--- config.mk ---
export PLATFORM = sky130hd
export DESIGN_NAME = rfsw_route_decoder
export DESIGN_NICKNAME = d
export VERILOG_FILES = /design/src/rfsw_pkg.sv /design/src/rfsw_route_decoder.sv
export SDC_FILE = /design/constraint.sdc
export NUM_CORES = 1
export LEC_CHECK = 0
export BUFFER_PORTS_ARGS = -buffer_cell sky130_fd_sc_hd__buf_2
export CAP_MARGIN = 20
export CORE_UTILIZATION = 40
export CTS_BUF_LIST = sky130_fd_sc_hd__clkbuf_4 sky130_fd_sc_hd__clkbuf_8
export CTS_CLUSTER_SIZE = 24
export DETAILED_ROUTE_END_ITERATION = 7
export SYNTH_ARGS = -nofsm -noshare
export SYNTH_HDL_FRONTEND = slang
export SYNTH_SLANG_ARGS = --single-unit
--- constraint.sdc ---
create_clock -name clk_sys_i -period 4.6 [get_ports clk_sys_i]
set_input_delay 0.23 -clock clk_sys_i [delete_from_list [all_inputs] [get_ports clk_sys_i]]
set_output_delay 0.23 -clock clk_sys_i [all_outputs]
set_load 0.02 [all_outputs]
--- src/rfsw_pkg.sv ---
// constants and carrier types for the rf switch route decoder
package rfsw_pkg;
	// ----------------------------------------------------------------
	// register map
	// ----------------------------------------------------------------
	localparam logic [4:0] ADDR_MAPPING = 5'h00;
	localparam logic [4:0] ADDR_ROUTE = 5'h01;
	localparam logic [4:0] ADDR_STATUS = 5'h1a;
	localparam logic [7:0] MAPPING_RST = 8'h00;
	localparam logic [7:0] ROUTE_RST = 8'h00;
	localparam int MAP_CROSS_BIT = 0;
	localparam int STATUS_SWRST_BIT = 7;

	// ----------------------------------------------------------------
	// serial frame layout
	// ----------------------------------------------------------------
	localparam logic [3:0] CMD_LAST_BIT = 4'hc; // 12 command bits then parity
	localparam logic [3:0] DATA_LAST_BIT = 4'h8; // 8 data bits then parity
	localparam logic [3:0] RD_PARK_BIT = 4'h9; // bus park after read parity
	localparam logic [3:0] BROADCAST_SID = 4'h0;
	localparam logic [1:0] CMD_REG_WRITE = 2'b10;
	localparam logic [1:0] CMD_REG_READ = 2'b11;

	// ----------------------------------------------------------------
	// route code groups (bits 5:4)
	// ----------------------------------------------------------------
	localparam logic [1:0] GRP_SINGLE_ONE = 2'b00;
	localparam logic [1:0] GRP_DUAL_LOW_ONE = 2'b01;
	localparam logic [1:0] GRP_DUAL_HIGH_ONE = 2'b10;
	localparam logic [1:0] GRP_SINGLE_TWO = 2'b11;

	// switch drive: one-hot input selection per rf output
	typedef struct packed {
		logic [3:0] to_one; // rf_input_one..four onto rf_output_one
		logic [3:0] to_two; // rf_input_one..four onto rf_output_two
	} rfsw_route_t;

	typedef enum logic [2:0] {
		ST_IDLE,
		ST_CMD,
		ST_WDATA,
		ST_RPARK,
		ST_RDATA
	} rfsw_state_t;
endpackage

--- src/rfsw_route_decoder.sv ---
// rf switch route decoder with two-wire serial register access
`timescale 1ns/1ps
`default_nettype none
// What this block does
// RQ1 - mapping bit 0 selects direct (0, default) or crossed routing; other bits ignored
// RQ2 - route register bits 7:6 never affect the decoded switch state
// RQ3 - route bits 5:0 all zero isolate both outputs in either mapping
// RQ4 - direct, group 00, one input bit set: that input to output one only
// RQ5 - direct, group 11, one input bit set: that input to output two only
// RQ6 - direct, group 01, two bits: lower input to output one, higher to two
// RQ7 - direct, group 10, two bits: higher input to output one, lower to two
// RQ8 - crossed mapping decodes identically but swaps the two outputs
// RQ9 - slave identity chosen by a select pin; control over clock and data lines
// RQ10 - mapping register at address 0x00, readable and writable
// RQ11 - route register at address 0x01, readable, writable, resets to zero
// RQ12 - writing status bit 7 as one restores all registers to defaults
// RQ13 - any undefined route code isolates every path
// RQ14 - switch drive changes only after a complete parity-clean write
module rfsw_route_decoder #(
	parameter logic [3:0] SID_PIN_LOW = 4'h6, // arbitrary value
	parameter logic [3:0] SID_PIN_HIGH = 4'h7 // arbitrary value
) (
	input wire logic clk_sys_i, // 25 mhz system clock
	input wire logic rst_n_i, // synchronous reset, active low
	input wire logic sid_sel_i, // slave identity select pin
	input wire logic sclk_i, // serial bus clock pin
	input wire logic sdata_i, // serial data pin, input side
	output logic sdata_o, // serial data pin, output side
	output logic sdata_oe_o, // serial data drive enable
	output rfsw_pkg::rfsw_route_t route_o // switch drive, registered
);
	// ----------------------------------------------------------------
	// pin synchronisers and edge detection
	// ----------------------------------------------------------------
	logic [2:0] meta_ff;
	logic [2:0] sync_ff;
	logic sclk_d_ff;
	logic sdata_d_ff;
	logic sclk_rise;
	logic sclk_fall;
	logic ssc_seen;
	logic [3:0] own_sid;

	// two flops on every pin before any logic looks at it
	always_ff @(posedge clk_sys_i) begin
		if (!rst_n_i) begin
			meta_ff <= 3'h0;
			sync_ff <= 3'h0;
			sclk_d_ff <= 1'b0;
			sdata_d_ff <= 1'b0;
		end else begin
			meta_ff <= {sid_sel_i, sdata_i, sclk_i};
			sync_ff <= meta_ff;
			sclk_d_ff <= sync_ff[0];
			sdata_d_ff <= sync_ff[1];
		end
	end

	assign sclk_rise = sync_ff[0] && !sclk_d_ff;
	assign sclk_fall = !sync_ff[0] && sclk_d_ff;
	// data only moves while clock is high, so a rise with clock low starts a frame
	assign ssc_seen = sync_ff[1] && !sdata_d_ff && !sync_ff[0] && !sdata_oe_o;
	assign own_sid = sync_ff[2] ? SID_PIN_HIGH : SID_PIN_LOW; // RQ9

	// ----------------------------------------------------------------
	// frame receiver
	// ----------------------------------------------------------------
	rfsw_pkg::rfsw_state_t st_ff;
	logic [3:0] cnt_ff;
	logic [11:0] shift_ff;
	logic [4:0] addr_ff;
	logic [7:0] rd_word_ff;
	logic wr_fire_ff;
	logic [4:0] wr_addr_ff;
	logic [7:0] wr_data_ff;
	logic [7:0] map_ff;
	logic [7:0] rt_ff;
	logic [12:0] frame;
	logic [8:0] dframe;
	logic sid_hit;

	assign frame = {shift_ff, sync_ff[1]};
	assign dframe = {shift_ff[7:0], sync_ff[1]};
	assign sid_hit = (frame[12:9] == own_sid) || (frame[12:9] == rfsw_pkg::BROADCAST_SID);

	// register writes leave here only once parity has checked out
	always_ff @(posedge clk_sys_i) begin
		if (!rst_n_i) begin
			st_ff <= rfsw_pkg::ST_IDLE;
			cnt_ff <= 4'h0;
			shift_ff <= 12'h000;
			addr_ff <= 5'h00;
			rd_word_ff <= 8'h00;
			wr_fire_ff <= 1'b0;
			wr_addr_ff <= 5'h00;
			wr_data_ff <= 8'h00;
		end else begin
			wr_fire_ff <= 1'b0;
			if (ssc_seen) begin
				st_ff <= rfsw_pkg::ST_CMD;
				cnt_ff <= 4'h0;
			end else if (sclk_fall) begin
				shift_ff <= frame[11:0];
				cnt_ff <= cnt_ff + 4'h1;
				unique case (st_ff)
					rfsw_pkg::ST_IDLE: begin
						cnt_ff <= 4'h0;
					end
					rfsw_pkg::ST_CMD: begin
						if (cnt_ff == rfsw_pkg::CMD_LAST_BIT) begin
							st_ff <= rfsw_pkg::ST_IDLE;
							cnt_ff <= 4'h0;
							addr_ff <= frame[5:1];
							if (^frame && sid_hit) begin // RQ14
								if (frame[8]) begin
									// short write straight into the mapping register
									wr_fire_ff <= 1'b1;
									wr_addr_ff <= rfsw_pkg::ADDR_MAPPING;
									wr_data_ff <= {1'b0, frame[7:1]};
								end else if (frame[7:6] == rfsw_pkg::CMD_REG_WRITE) begin
									st_ff <= rfsw_pkg::ST_WDATA;
								end else if (frame[7:6] == rfsw_pkg::CMD_REG_READ &&
									frame[12:9] == own_sid) begin
									st_ff <= rfsw_pkg::ST_RPARK;
								end
							end
						end
					end
					rfsw_pkg::ST_WDATA: begin
						if (cnt_ff == rfsw_pkg::DATA_LAST_BIT) begin
							st_ff <= rfsw_pkg::ST_IDLE;
							cnt_ff <= 4'h0;
							wr_fire_ff <= ^dframe; // RQ14
							wr_addr_ff <= addr_ff;
							wr_data_ff <= dframe[8:1];
						end
					end
					rfsw_pkg::ST_RPARK: begin
						st_ff <= rfsw_pkg::ST_RDATA;
						cnt_ff <= 4'h0;
						unique case (addr_ff)
							rfsw_pkg::ADDR_MAPPING: rd_word_ff <= map_ff; // RQ10
							rfsw_pkg::ADDR_ROUTE: rd_word_ff <= rt_ff; // RQ11
							default: rd_word_ff <= 8'h00;
						endcase
					end
					rfsw_pkg::ST_RDATA: begin
						if (cnt_ff == rfsw_pkg::RD_PARK_BIT) begin
							st_ff <= rfsw_pkg::ST_IDLE;
							cnt_ff <= 4'h0;
						end
					end
				endcase
			end
		end
	end

	// ----------------------------------------------------------------
	// read data driver
	// ----------------------------------------------------------------
	// bits launch on clock rise; park bit driven low, released after the fall
	always_ff @(posedge clk_sys_i) begin
		if (!rst_n_i) begin
			sdata_o <= 1'b0;
			sdata_oe_o <= 1'b0;
		end else if (st_ff != rfsw_pkg::ST_RDATA) begin
			sdata_oe_o <= 1'b0;
			sdata_o <= 1'b0;
		end else if (sclk_rise) begin
			sdata_oe_o <= 1'b1;
			if (cnt_ff < rfsw_pkg::DATA_LAST_BIT) begin
				sdata_o <= rd_word_ff[3'h7 - cnt_ff[2:0]];
			end else if (cnt_ff == rfsw_pkg::DATA_LAST_BIT) begin
				sdata_o <= ~^rd_word_ff;
			end else begin
				sdata_o <= 1'b0;
			end
		end
	end

	// ----------------------------------------------------------------
	// registers
	// ----------------------------------------------------------------
	// status bit 7 is not stored, and a read of the status address returns zero, so it never reads back as one
	always_ff @(posedge clk_sys_i) begin
		if (!rst_n_i) begin
			map_ff <= rfsw_pkg::MAPPING_RST;
			rt_ff <= rfsw_pkg::ROUTE_RST; // RQ11
		end else if (wr_fire_ff) begin
			unique case (wr_addr_ff)
				rfsw_pkg::ADDR_MAPPING: map_ff <= wr_data_ff; // RQ10
				rfsw_pkg::ADDR_ROUTE: rt_ff <= wr_data_ff; // RQ11
				rfsw_pkg::ADDR_STATUS: begin
					if (wr_data_ff[rfsw_pkg::STATUS_SWRST_BIT]) begin
						map_ff <= rfsw_pkg::MAPPING_RST; // RQ12
						rt_ff <= rfsw_pkg::ROUTE_RST; // RQ12
					end
				end
				default: begin
				end
			endcase
		end
	end

	// ----------------------------------------------------------------
	// route decode
	// ----------------------------------------------------------------
	rfsw_pkg::rfsw_route_t nxt_route;
	logic [3:0] in_bits;
	logic [3:0] low_bit;
	logic [3:0] high_bit;
	logic one_set;
	logic two_set;

	assign in_bits = rt_ff[3:0]; // RQ2
	assign low_bit = in_bits & (~in_bits + 4'h1);
	assign high_bit = in_bits ^ low_bit;
	assign one_set = (in_bits != 4'h0) && (high_bit == 4'h0);
	assign two_set = (high_bit != 4'h0) && ((high_bit & (high_bit - 4'h1)) == 4'h0);

	// anything not in the table falls through to isolation
	always_comb begin
		nxt_route = '0; // RQ3 RQ13
		unique case (rt_ff[5:4])
			rfsw_pkg::GRP_SINGLE_ONE: if (one_set) nxt_route.to_one = in_bits; // RQ4
			rfsw_pkg::GRP_SINGLE_TWO: if (one_set) nxt_route.to_two = in_bits; // RQ5
			rfsw_pkg::GRP_DUAL_LOW_ONE: begin
				if (two_set) begin
					nxt_route.to_one = low_bit; // RQ6
					nxt_route.to_two = high_bit;
				end
			end
			rfsw_pkg::GRP_DUAL_HIGH_ONE: begin
				if (two_set) begin
					nxt_route.to_one = high_bit; // RQ7
					nxt_route.to_two = low_bit;
				end
			end
		endcase
		if (map_ff[rfsw_pkg::MAP_CROSS_BIT]) begin // RQ1
			nxt_route = {nxt_route.to_two, nxt_route.to_one}; // RQ8
		end
	end

	// registered so decode glitches never reach the switch drivers
	always_ff @(posedge clk_sys_i) begin
		if (!rst_n_i) begin
			route_o <= '0;
		end else begin
			route_o <= nxt_route;
		end
	end
endmodule
`default_nettype wire

# == After elaboration in Yosys (flattened, before gate mapping) ==
# Cells that the tools add are included.
# classes
n_reduce_logical,44
bitwise,7
n_addsub,4
mux,44
eq_ne,26
magnitude_cmp,2
# op_table
cell,n
8-bit two-way mux,8
8-bit case mux with 2 select lines,4
4-bit case mux with 3 select lines,2
5-bit two-way mux,4
4-bit two-way mux,4
4-bit case mux with 4 select lines,1
13-bit parity,1
"4-bit equality test, second input constant",3
4-bit logical NOT,3
"2-bit inequality test, second input constant",6
"3-bit inequality test, second input constant",4
3-bit case mux with 4 select lines,1
4-bit nonzero test,3
"5-bit by 1-bit equality test with 1-bit output, second input constant",2
5-bit logical NOT,2
1-bit two-way mux,10
5-bit case mux with 2 select lines,1
5-bit AND reduction,2
1-bit logical AND,9
3-bit two-way mux,3
3-bit AND reduction,3
9-bit parity,1
"4-bit by 1-bit adder with 4-bit output, second input constant",2
4-bit bitwise AND,2
29 further kinds,46
# word_totals
register_bits,80
wordCells,146

# == Longest topological paths before layout ==
# Gate-level depths: netlist of run 1.
# logic_depth
depth_word,11
depth_mapped,9
ltp_nobuf,8

# == Worst setup path before layout of run 1 ==
# Ideal clock, no wire load.
# synth_path
kind,register to register
startpoint,reg shift_ff[5]
endpoint,reg wr_addr_ff[0]
slack_ns,2.336
arrival_time_ns,2.147
stages_incl_launch_ff,9
n_path_buf,0
t_required_ns,4.483
path_cell_list,dfxtp_1 > inv_1 > ha_1 > xor2_1 > xnor2_1 > xnor3_2 > o31ai_2 > a21boi_2 > a22o_1
# synth_between
elab_chain_len,4
# synth_lines
item,line,source
"start, declared",rfsw_route_decoder.sv:70,logic [11:0] shift_ff;
"start signal, assigned",rfsw_route_decoder.sv:103,shift_ff <= frame[11:0];
13-bit parity,rfsw_route_decoder.sv:114,if (^frame && sid_hit) begin
1-bit logical AND,rfsw_route_decoder.sv:114,
2-bit inequality test (no line),n/a,
7-bit AND reduction (no line),n/a,
"end signal, assigned",rfsw_route_decoder.sv:118,wr_addr_ff <= rfsw_pkg::ADDR_MAPPING;
"end signal, assigned",rfsw_route_decoder.sv:134,wr_addr_ff <= addr_ff;
"end, declared",rfsw_route_decoder.sv:74,logic [4:0] wr_addr_ff;
# No other way between the ends.
# A chain may end at the register's enable or synchronous reset.

# == Worst setup path after layout of run 1 ==
# layout_path
startpoint,reg cnt_ff[0]
endpoint,reg wr_data_ff[4]
# layout_between
elab_chain_len,3
word_cells_on_any_way,5
# layout_lines
item,line,source
"start, declared",rfsw_route_decoder.sv:69,logic [3:0] cnt_ff;
"start signal, assigned",rfsw_route_decoder.sv:104,cnt_ff <= cnt_ff + 4'h1;
"4-bit equality test, on equally long branches","rfsw_route_decoder.sv:130, rfsw_route_decoder.sv:110",
2-bit inequality test (no line),n/a,
7-bit AND reduction (no line) (*),n/a,
"end signal, assigned",rfsw_route_decoder.sv:119,"wr_data_ff <= {1'b0, frame[7:1]};"
"end signal, assigned",rfsw_route_decoder.sv:135,wr_data_ff <= dframe[8:1];
"end, declared",rfsw_route_decoder.sv:75,logic [7:0] wr_data_ff;
# Mark *: on every way between the ends. The rest lies on a longest branch, timed or not.

==> report_table.html, run 1 <==
<table>
<tr><th>Metric</th><th>Value</th></tr>
<tr><th colspan="2">Logic synthesis</th></tr>
<tr><td>Multiplexer share of the synthesized area</td><td>0.0947</td></tr>
<tr><td>Number of warnings printed during yosys synthesis</td><td>0</td></tr>
<tr><td>Flip-flop and latch count after synthesis</td><td>80</td></tr>
<tr><td>Most frequent cell after synthesis</td><td>dfxtp_1</td></tr>
<tr><td>Xor-xnor portion of the synthesized cell area</td><td>0.0550</td></tr>
<tr><td>Cell types occupying the most area after synthesis</td><td>dfxtp_1 (39%), mux2i_1 (8.4%), nor2b_1 (5.8%)</td></tr>
<tr><td>Count of cell types in the netlist</td><td>56</td></tr>
<tr><td>Syn_nets</td><td>473</td></tr>
<tr><td>Number of flops mapped to enable cells by yosys</td><td>0</td></tr>
<tr><td>Cells after synthesis</td><td>~460</td></tr>
<tr><td>Largest family of logic cells by synthesized area</td><td>simple AND/OR/NAND/NOR gates</td></tr>
<tr><td>Post-synthesis instance area</td><td>0.00407 sq mm</td></tr>
<tr><td>Synth top cells by count</td><td>dfxtp_1 (80), nand2_1 (55), nor2b_1 (38), mux2i_1 (34), a21boi_0 (21)</td></tr>
<tr><td>Async SR Flop Fraction</td><td>0</td></tr>
<tr><td>Post-Synthesis Mean Instance Area</td><td>8.79 sq um</td></tr>
<tr><td>Synthesized-area fraction occupied by ao, oa, aoi and oai cells</td><td>0.148</td></tr>
<tr><td>Area fraction of the dominant cell type after synthesis</td><td>0.393</td></tr>
<tr><td>Leading register cell type out of synthesis</td><td>dfxtp_1</td></tr>
<tr><td>Post-synthesis share of cell area spent on full adders, half adders and majority gates</td><td>0.0154</td></tr>
<tr><td>Biggest area consumer among synthesized cells</td><td>dfxtp_1</td></tr>
<tr><td>Simple-Gate Fraction of Synth Area</td><td>0.254</td></tr>
<tr><td>Sequential-to-total area share from yosys stat</td><td>0.393</td></tr>
<tr><th colspan="2">Die</th></tr>
<tr><td>Die area</td><td>around 0.011 sq mm</td></tr>
<tr><td>Die W</td><td>103 um</td></tr>
<tr><td>Boundary pin count</td><td>15</td></tr>
<tr><td>Vertical extent of the die</td><td>between 100 and 150 um</td></tr>
<tr><td>Number of rows in the core area</td><td>36</td></tr>
<tr><td>Floorplan core area</td><td>about 0.0098 sq mm</td></tr>
<tr><td>Effective utilization at floorplan</td><td>0.415</td></tr>
<tr><th colspan="2">Clock tree</th></tr>
<tr><td>Clk Tree Root Cell</td><td>clkbuf_8</td></tr>
<tr><td>Level count of the clock H-tree</td><td>3</td></tr>
<tr><td>TritonCTS clock tree</td><td>yes</td></tr>
<tr><td>Clock transition at the registers of the reported paths</td><td>roughly 90 ps</td></tr>
<tr><td>Clock insertion delay at the later pin of the skew report</td><td>~350 ps</td></tr>
<tr><td>Max Buffers Root-to-Sink</td><td>2</td></tr>
<tr><td>Number of clock sinks seen by CTS</td><td>80</td></tr>
<tr><td>Total setup buffers inserted after CTS</td><td>0</td></tr>
<tr><td>Count of cells resized by post-cts repair</td><td>0</td></tr>
<tr><td>CTS hold repair buffers</td><td>0</td></tr>
<tr><td>Number of clock buffers inserted by TritonCTS</td><td>9</td></tr>
<tr><th colspan="2">Route</th></tr>
<tr><td>Routed WL per cell</td><td>~14 um</td></tr>
<tr><td>Detailed-route wire length</td><td>8240 um</td></tr>
<tr><td>Number of nets still failing antenna checks after routing</td><td>0</td></tr>
<tr><td># DRC</td><td>0</td></tr>
<tr><td>Total vias in the final route</td><td>roughly 3,100</td></tr>
<tr><td>Number of vias per cell after detailed routing</td><td>5.20</td></tr>
<tr><td>First-pass iteration count of the detailed router</td><td>4</td></tr>
<tr><td>Starting DRT DRC Count</td><td>95</td></tr>
<tr><th colspan="2">Placement</th></tr>
<tr><td>Count of buffers from port buffering</td><td>14</td></tr>
<tr><td>Placed wire-length estimate</td><td>about 5700 um</td></tr>
<tr><td>Routability cong.</td><td>a little under 0.8</td></tr>
<tr><td>Post-placement cell area</td><td>between 0.004 and 0.005 sq mm</td></tr>
<tr><th colspan="2">Timing</th></tr>
<tr><td>Count of endpoints failing hold in the final timing report</td><td>0</td></tr>
<tr><td>Hold Worst Slack</td><td>between 70 and 80 ps</td></tr>
<tr><td>Final-report setup violation count</td><td>0</td></tr>
<tr><td>Max Transition Viols Final</td><td>0</td></tr>
<tr><td>Actual transition at the worst max-transition pin</td><td>around 790 ps</td></tr>
<tr><td>Unrepaired setup endpoints after global routing</td><td>false</td></tr>
<tr><td>Normalized max-slew margin</td><td>0.473</td></tr>
<tr><td>Share of the cycle needed by the critical path after routing</td><td>0.562</td></tr>
<tr><td>Setup skew after layout</td><td>just under 10 ps</td></tr>
<tr><td>Tmin final</td><td>between 2000 and 3000 ps</td></tr>
<tr><td>FMAX</td><td>387 MHz</td></tr>
<tr><td>TNS Setup</td><td>0 ps</td></tr>
<tr><th colspan="2">Run status</th></tr>
<tr><td>Run status</td><td>finished clean</td></tr>
<tr><th colspan="2">Global routing</th></tr>
<tr><td>Wire length of the first global-routing pass</td><td>~14,000 um</td></tr>
<tr><td>Vias in the first global route</td><td>about 2,800</td></tr>
<tr><td>Antenna violations before repair</td><td>0</td></tr>
<tr><td>All-layer global routing usage</td><td>0.166</td></tr>
<tr><td>GR Overflow Total</td><td>0</td></tr>
<tr><td>Pin count of the biggest net entering global routing</td><td>77</td></tr>
<tr><th colspan="2">Worst setup path</th></tr>
<tr><td>CP max-delay cell</td><td>nor3b_2</td></tr>
<tr><td>Largest fanout on the critical path</td><td>9</td></tr>
<tr><td>Cell family contributing the most delay on the critical path</td><td>simple AND/OR/NAND/NOR gates</td></tr>
<tr><td>Worst Path Arrival</td><td>2860 ps</td></tr>
<tr><td>Crit end category</td><td>flop</td></tr>
<tr><td>Library cell appearing most often on the critical path</td><td>nand3_1</td></tr>
<tr><td>Cells along the critical path</td><td>inv_1, ha_1, nand3_1, nor3b_2, nand3_1, nor4_1, a221o_1, mux2i_1</td></tr>
<tr><td>Kind of launch point of the worst setup path</td><td>flop</td></tr>
<tr><td>Classification of the worst setup path</td><td>flop to flop</td></tr>
<tr><td>Count of buffer and inverter cells on the critical path</td><td>1</td></tr>
<tr><td>Slowest cell delay on critical path</td><td>slightly above 500 ps</td></tr>
<tr><td>CP required</td><td>4870 ps</td></tr>
<tr><th colspan="2">Power</th></tr>
<tr><td>Power density normalized to cell area</td><td>approximately 280 mW/mm^2</td></tr>
<tr><td>Leakage power figure</td><td>around 1.4 nW</td></tr>
<tr><td>Total internal power</td><td>roughly 0.93 mW</td></tr>
<tr><td>Final total power</td><td>approximately 1.2 mW</td></tr>
<tr><td>Proportion of power drawn by flip-flops and latches</td><td>0.567</td></tr>
<tr><td>Peak supply drop</td><td>between 0.15 and 0.2 mV</td></tr>
<tr><td>Portion of total power attributed to combinational logic</td><td>0.030</td></tr>
<tr><td>Proportion of power drawn by the clock network</td><td>0.403</td></tr>
<tr><td>NetSw</td><td>0.303 mW</td></tr>
<tr><td>Net Sw Frac</td><td>0.246</td></tr>
<tr><th colspan="2">Cells and area</th></tr>
<tr><td>Fill cell total of the finished layout</td><td>1,011</td></tr>
<tr><td>Area Overhead vs Synth</td><td>7.93%</td></tr>
<tr><td>Final nets</td><td>around 470</td></tr>
<tr><td>Share of cells above drive strength 1</td><td>0.102</td></tr>
<tr><td>Post-layout utilization of the core</td><td>0.448</td></tr>
<tr><td>Number of antenna cells inserted</td><td>0</td></tr>
<tr><td>Final design instance area without fill</td><td>0.00439 sq mm</td></tr>
<tr><th colspan="2">Job</th></tr>
<tr><td>Max_cap viols</td><td>0</td></tr>
<tr><th colspan="2">Worst hold path</th></tr>
<tr><td>Class of the most critical hold timing path</td><td>input port to flop</td></tr>
</table>
-- layer usage --
layer  vias up  track usage  wire length [um]
met1      1469        0.212              4170
met3         6       0.0427               189
met2        36        0.282              3830
met5         -            0                 0
li1       1588            -                 -
met4         0       0.0358                52
-- sequential cells by signal, indices dropped and copies added (netlist names), 5 cells and up --
register and flops:
addr_ff 5, map_ff 8, rd_word_ff 8, route_o 8
rt_ff 8, shift_ff 12, wr_addr_ff 5, wr_data_ff 8
-- cells by family (layout without fill, tap and decap cells) --
| group | count (synthesis) | in the layout |
|---|---|---|
| xor gates and xnor gates | 23 | 23 |
| AOI/OAI and AO/OA | 85 | 85 |
| and+or+nand+nor | 195 | 195 |
| adders and majority gates | 5 | 5 |
| DFF | 80 | 80 |
| muxes | 36 | 36 |
| buffers and inverters | 39 | 39 |
-- worst register-to-register path, delay by kind of cell (launching register included) --
family	cells	cell delay, ps
AOI/OAI and AO/OA	1	420
adders and majority gates	1	180
buffers and inverters	1	120
DFF	1	420
muxes	1	250
and+or+nand+nor	4	1110
-- final timing paths --
path / startpoint / to / slack (ps) / cells past startpoint
hold reg to reg: meta_ff[1] / sync_ff[1] / 440 / 1
setup reg to reg: cnt_ff[0] / wr_data_ff[4] / 2020 / 8
hold / removal: sdata_i / meta_ff[1] / 80 / 2
setup / recovery: cnt_ff[0] / wr_data_ff[4] / 2020 / 8
-- power groups by stage --
stage,sequential [mW],clock [mW],combinational [mW]
3_3_place_gp,0.716,0,0.0359
3_5_place_dp,0.716,0,0.0362
2_1_floorplan,0.713,0,0.0303
5_1_grt,0.700,0.539,0.0412
6_report,0.699,0.497,0.0375
4_1_cts,0.699,0.514,0.0362
-- final cells by class --
class | instances | area, sq um | share of cell area
Clock buffer | 10 | 138 | 0.0313
Tap cell | 133 | 166 | 0.0379
Multi-Input combinational cell | 344 | 2310 | 0.525
Clock inverter | 6 | 50.0 | 0.0114
Inverter | 5 | 18.8 | 0.00427
Sequential cell | 80 | 1600 | 0.364
Timing Repair Buffer | 18 | 113 | 0.0256
-- cell usage in the layout (no fill, tap or decap), types with 7 or more instances in the layout --
cell type   n
dfxtp_1    80
nand2_1    55
nor2b_1    38
mux2i_1    34
a21boi_0   21
and2_1     20
nor2_1     20
a21oi_1    19
xnor2_1    17
nand3_1    15
o21ai_0    14
buf_2      14
nor3_1     13
clkbuf_8   10
nand2b_1    9
a22o_1      7
-- per-stage QoR --
step	std cells	worst slack, ps
after floorplan	463	2340
after global placement	579	2100
after detailed placement	579	2030
after CTS	595	2000
after global routing	596	1700
final	596	2020
No activity file was read; power rests on OpenSTA's default activity.
==> run 2, diff against run 1 <==
==> constraint.sdc (replaced) <==
create_clock -name clk_sys_i -period 2.2 [get_ports clk_sys_i]
set_input_delay 0.11 -clock clk_sys_i [delete_from_list [all_inputs] [get_ports clk_sys_i]]
set_output_delay 0.11 -clock clk_sys_i [all_outputs]
set_load 0.02 [all_outputs]
==> report_table.html, run 2 (synthesis results as in run 1) <==
<table>
<tr><th>Metric</th><th>Value</th></tr>
<tr><th colspan="2">Worst setup path</th></tr>
<tr><td>Worst Path Arrival</td><td>2370 ps (-490 ps)</td></tr>
<tr><td>Kind of launch point of the worst setup path</td><td>flop</td></tr>
<tr><td>Crit end category</td><td>flop</td></tr>
<tr><td>Count of buffer and inverter cells on the critical path</td><td>2 (+1)</td></tr>
<tr><td>Reg-to-Reg End</td><td>wr_data_ff[2]</td></tr>
<tr><td>CP required</td><td>2480 ps (-2390 ps)</td></tr>
<tr><td>Cells along the critical path</td><td>inv_1, ha_2, nand3_2, nor3b_4, nand3_2, nor4_2, a221o_1, buf_12, mux2i_1</td></tr>
<tr><td>Cell family contributing the most delay on the critical path</td><td>simple AND/OR/NAND/NOR gates</td></tr>
<tr><td>Largest fanout on the critical path</td><td>7 (-2)</td></tr>
<tr><td>Library cell appearing most often on the critical path</td><td>nand3_2</td></tr>
<tr><td>Startpoint of the lowest-slack register-to-register path</td><td>cnt_ff[1]</td></tr>
<tr><td>Slowest cell delay on critical path</td><td>350 ps (-160 ps)</td></tr>
<tr><td>Logic depth of the worst register-to-register path</td><td>9 (+1)</td></tr>
<tr><td>FF-to-FF setup slack</td><td>110 ps (-1910 ps)</td></tr>
<tr><td>Depth of the critical timing path with buffers and inverters included</td><td>9 (+1)</td></tr>
<tr><td>CP max-delay cell</td><td>dfxtp_2</td></tr>
<tr><td>Classification of the worst setup path</td><td>flop to flop</td></tr>
<tr><th colspan="2">Cells and area</th></tr>
<tr><td>Most used cells in the layout excluding fill and tap cells</td><td>dfxtp_1 (77), nand2_1 (55), nor2b_1 (38)</td></tr>
<tr><td>Area Overhead vs Synth</td><td>14.9%</td></tr>
<tr><td>Flip-flop count of the largest register after layout</td><td>12 (unchanged)</td></tr>
<tr><td>Register bank with the most flops</td><td>shift_ff</td></tr>
<tr><td>Final nets</td><td>491 (+4.9%)</td></tr>
<tr><td>Post-layout utilization of the core</td><td>0.476 (+0.0289)</td></tr>
<tr><td>Number of antenna cells inserted</td><td>0 (unchanged)</td></tr>
<tr><td>Fill cell total of the finished layout</td><td>984 (-2.7%)</td></tr>
<tr><td>Commonest non-fill, non-tap cell in the layout</td><td>dfxtp_1</td></tr>
<tr><td>Post-route insts no fill</td><td>618 (+3.7%)</td></tr>
<tr><td>Share of cells above drive strength 1</td><td>0.157 (+0.0552)</td></tr>
<tr><th colspan="2">Worst hold path</th></tr>
<tr><td>Class of the most critical hold timing path</td><td>input port to flop</td></tr>
<tr><td>Endpoint of the worst hold-timing path</td><td>shift_ff[5]</td></tr>
<tr><td>Hold Crit Depth</td><td>2 (unchanged)</td></tr>
<tr><td>Startpoint of the worst hold path</td><td>rst_n_i</td></tr>
<tr><th colspan="2">Route</th></tr>
<tr><td>Starting DRT DRC Count</td><td>97 (+2.1%)</td></tr>
<tr><td>Detailed-route wire length</td><td>8440 um (+2.4%)</td></tr>
<tr><td>Number of nets still failing antenna checks after routing</td><td>0 (unchanged)</td></tr>
<tr><td>Total vias in the final route</td><td>3,161 (+2.0%)</td></tr>
<tr><td>First-pass iteration count of the detailed router</td><td>4 (unchanged)</td></tr>
<tr><td>Routed WL per cell</td><td>13.6 um (-1.3%)</td></tr>
<tr><td># DRC</td><td>0 (unchanged)</td></tr>
<tr><td>Number of vias per cell after detailed routing</td><td>5.11 (-1.6%)</td></tr>
<tr><th colspan="2">Die</th></tr>
<tr><td>Vertical extent of the die</td><td>103 um (unchanged)</td></tr>
<tr><td>Effective utilization at floorplan</td><td>0.415 (unchanged)</td></tr>
<tr><td>Boundary pin count</td><td>15 (unchanged)</td></tr>
<tr><td>Floorplan core area</td><td>0.00982 sq mm (unchanged)</td></tr>
<tr><td>Die W</td><td>103 um (unchanged)</td></tr>
<tr><td>Number of rows in the core area</td><td>36 (unchanged)</td></tr>
<tr><td>Die area</td><td>0.0106 sq mm (unchanged)</td></tr>
<tr><th colspan="2">Job</th></tr>
<tr><td>Max_cap viols</td><td>0 (unchanged)</td></tr>
<tr><th colspan="2">Timing</th></tr>
<tr><td>Actual transition at the worst max-transition pin</td><td>639 ps (-151 ps)</td></tr>
<tr><td>Share of the cycle needed by the critical path after routing</td><td>0.952 (+0.390)</td></tr>
<tr><td>Minimum setup slack in the final design</td><td>105 ps (-1910 ps)</td></tr>
<tr><td>FMAX</td><td>477 MHz (+23%)</td></tr>
<tr><td>Final-report setup violation count</td><td>0 (unchanged)</td></tr>
<tr><td>Setup skew after layout</td><td>10.3 ps (+0.530 ps)</td></tr>
<tr><td>TNS Setup</td><td>0 ps (unchanged)</td></tr>
<tr><td>Count of endpoints failing hold in the final timing report</td><td>0 (unchanged)</td></tr>
<tr><td>Normalized max-slew margin</td><td>0.573 (+0.100)</td></tr>
<tr><td>Max Transition Viols Final</td><td>0 (unchanged)</td></tr>
<tr><td>Tmin final</td><td>2090 ps (-490 ps)</td></tr>
<tr><td>Hold Worst Slack</td><td>194 ps (+117 ps)</td></tr>
<tr><th colspan="2">Clock tree</th></tr>
<tr><td>Max Buffers Root-to-Sink</td><td>2 (unchanged)</td></tr>
<tr><td>Clock transition at the registers of the reported paths</td><td>80 ps (about the same)</td></tr>
<tr><td>Clock insertion delay at the later pin of the skew report</td><td>360 ps (about the same)</td></tr>
<tr><td>Clk Tree Root Cell</td><td>clkbuf_8</td></tr>
<tr><td>TritonCTS clock tree</td><td>yes</td></tr>
<tr><td>Number of clock sinks seen by CTS</td><td>80 (unchanged)</td></tr>
<tr><td>Number of clock buffers inserted by TritonCTS</td><td>9 (unchanged)</td></tr>
<tr><td>Level count of the clock H-tree</td><td>3 (unchanged)</td></tr>
<tr><th colspan="2">Global routing</th></tr>
<tr><td>Antenna violations before repair</td><td>0 (unchanged)</td></tr>
<tr><td>All-layer global routing usage</td><td>0.170 (+0.00432)</td></tr>
<tr><td>Vias in the first global route</td><td>2,880 (+2.4%)</td></tr>
<tr><td>Pin count of the biggest net entering global routing</td><td>54 (-30%)</td></tr>
<tr><td>Wire length of the first global-routing pass</td><td>13,900 um (+1.9%)</td></tr>
<tr><td>GR Overflow Total</td><td>0 (unchanged)</td></tr>
<tr><th colspan="2">Power</th></tr>
<tr><td>Power density normalized to cell area</td><td>603 mW/mm^2 (+110%)</td></tr>
<tr><td>Peak supply drop</td><td>0.347 mV (+81%)</td></tr>
<tr><td>Leakage power figure</td><td>1.60 nW (+11%)</td></tr>
<tr><th colspan="2">Placement</th></tr>
<tr><td>Pre-CTS worst setup slack</td><td>41.4 ps (-1990 ps)</td></tr>
<tr><td>Routability cong.</td><td>0.824 (+7.1%)</td></tr>
<tr><td>Count of buffers from port buffering</td><td>14 (unchanged)</td></tr>
<tr><td>Placed wire-length estimate</td><td>5890 um (+3.0%)</td></tr>
<tr><td>Number of cells after detailed placement</td><td>598 (+3.3%)</td></tr>
<tr><th colspan="2">Run status</th></tr>
<tr><td>Run status</td><td>finished clean</td></tr>
</table>
==> run 2: cell count changes in the layout (fill, tap and decap cells not counted), moves of 3 or more <==
cell           before  now
dlygate4sd3_1       0    3
dfxtp_2             0    3
dfxtp_1            80   77
inv_6               3    0
bufinv_16           0    3
buf_4               3   23
==> run 2: layout make-up <==
| class | instances | area (sq um) | area share |
|---|---|---|---|
| multi-input combinational | 344 | 2360 | 0.505 |
| sequential | 80 | 1610 | 0.343 |
| timing repair buffer | 41 | 293 | 0.0626 |
| tap | 133 | 166 | 0.0356 |
| clock buffer | 9 | 124 | 0.0265 |
| clock inverter | 6 | 109 | 0.0233 |
| inverter | 5 | 18.8 | 0.00401 |
==> run 2: how the worst max path moves through the flow <==
stage                     slack (ps)             to   startpoint
after floorplan                  110  wr_addr_ff[0]  shift_ff[5]
after global placement           100  wr_addr_ff[0]  shift_ff[5]
after detailed placement          40  wr_addr_ff[0]  shift_ff[5]
after CTS                         20  wr_addr_ff[4]  shift_ff[5]
after global routing             -30  wr_data_ff[2]    cnt_ff[1]
final                            110  wr_data_ff[2]    cnt_ff[1]
==> run 2: through the flow <==
| step | total power, mW | area (sq um) |
|---|---|---|
| after CTS | 2.86 | 4600 |
| after floorplan | 1.55 | 4070 |
| after detailed placement | 1.57 | 4340 |
| after global routing | 2.94 | 4680 |
| after global placement | 1.57 | 4340 |
| final | 2.82 | 4680 |
==> run 2: worst register-to-register path: stages, from the launching register on <==
cell and delay (ps):
dfxtp_2 350, inv_1 90, ha_2 200, nand3_2 130, nor3b_4 310, nand3_2 140, nor4_2 270, a221o_1 200
buf_12 140, mux2i_1 190
==> run 2: metal layers <==
metal / up-vias / global-route usage / share of wire
met4: 0 / 0.0585 / 0.014
met2: 33 / 0.273 / 0.46
met3: 9 / 0.0407 / 0.024
met5: - / 0 / 0
met1: 1481 / 0.224 / 0.50
li1: 1638 / - / -
==> run 2: power breakdown <==
group          leakage, nW  total [mW]  switching, mW  internal (mW)
logic                0.832      0.0894         0.0474         0.0420
clock network        0.119        1.27          0.528          0.745
registers            0.647        1.46        0.00602           1.45
==> run 2: repair_timing <==
item                                   4_1_cts  5_1_grt
hold buffers                                 3        0
resized for setup                            0       13
setup endpoints to repair                    0       13
setup buffers                                0        2
endpoints found under the hold margin        3        0
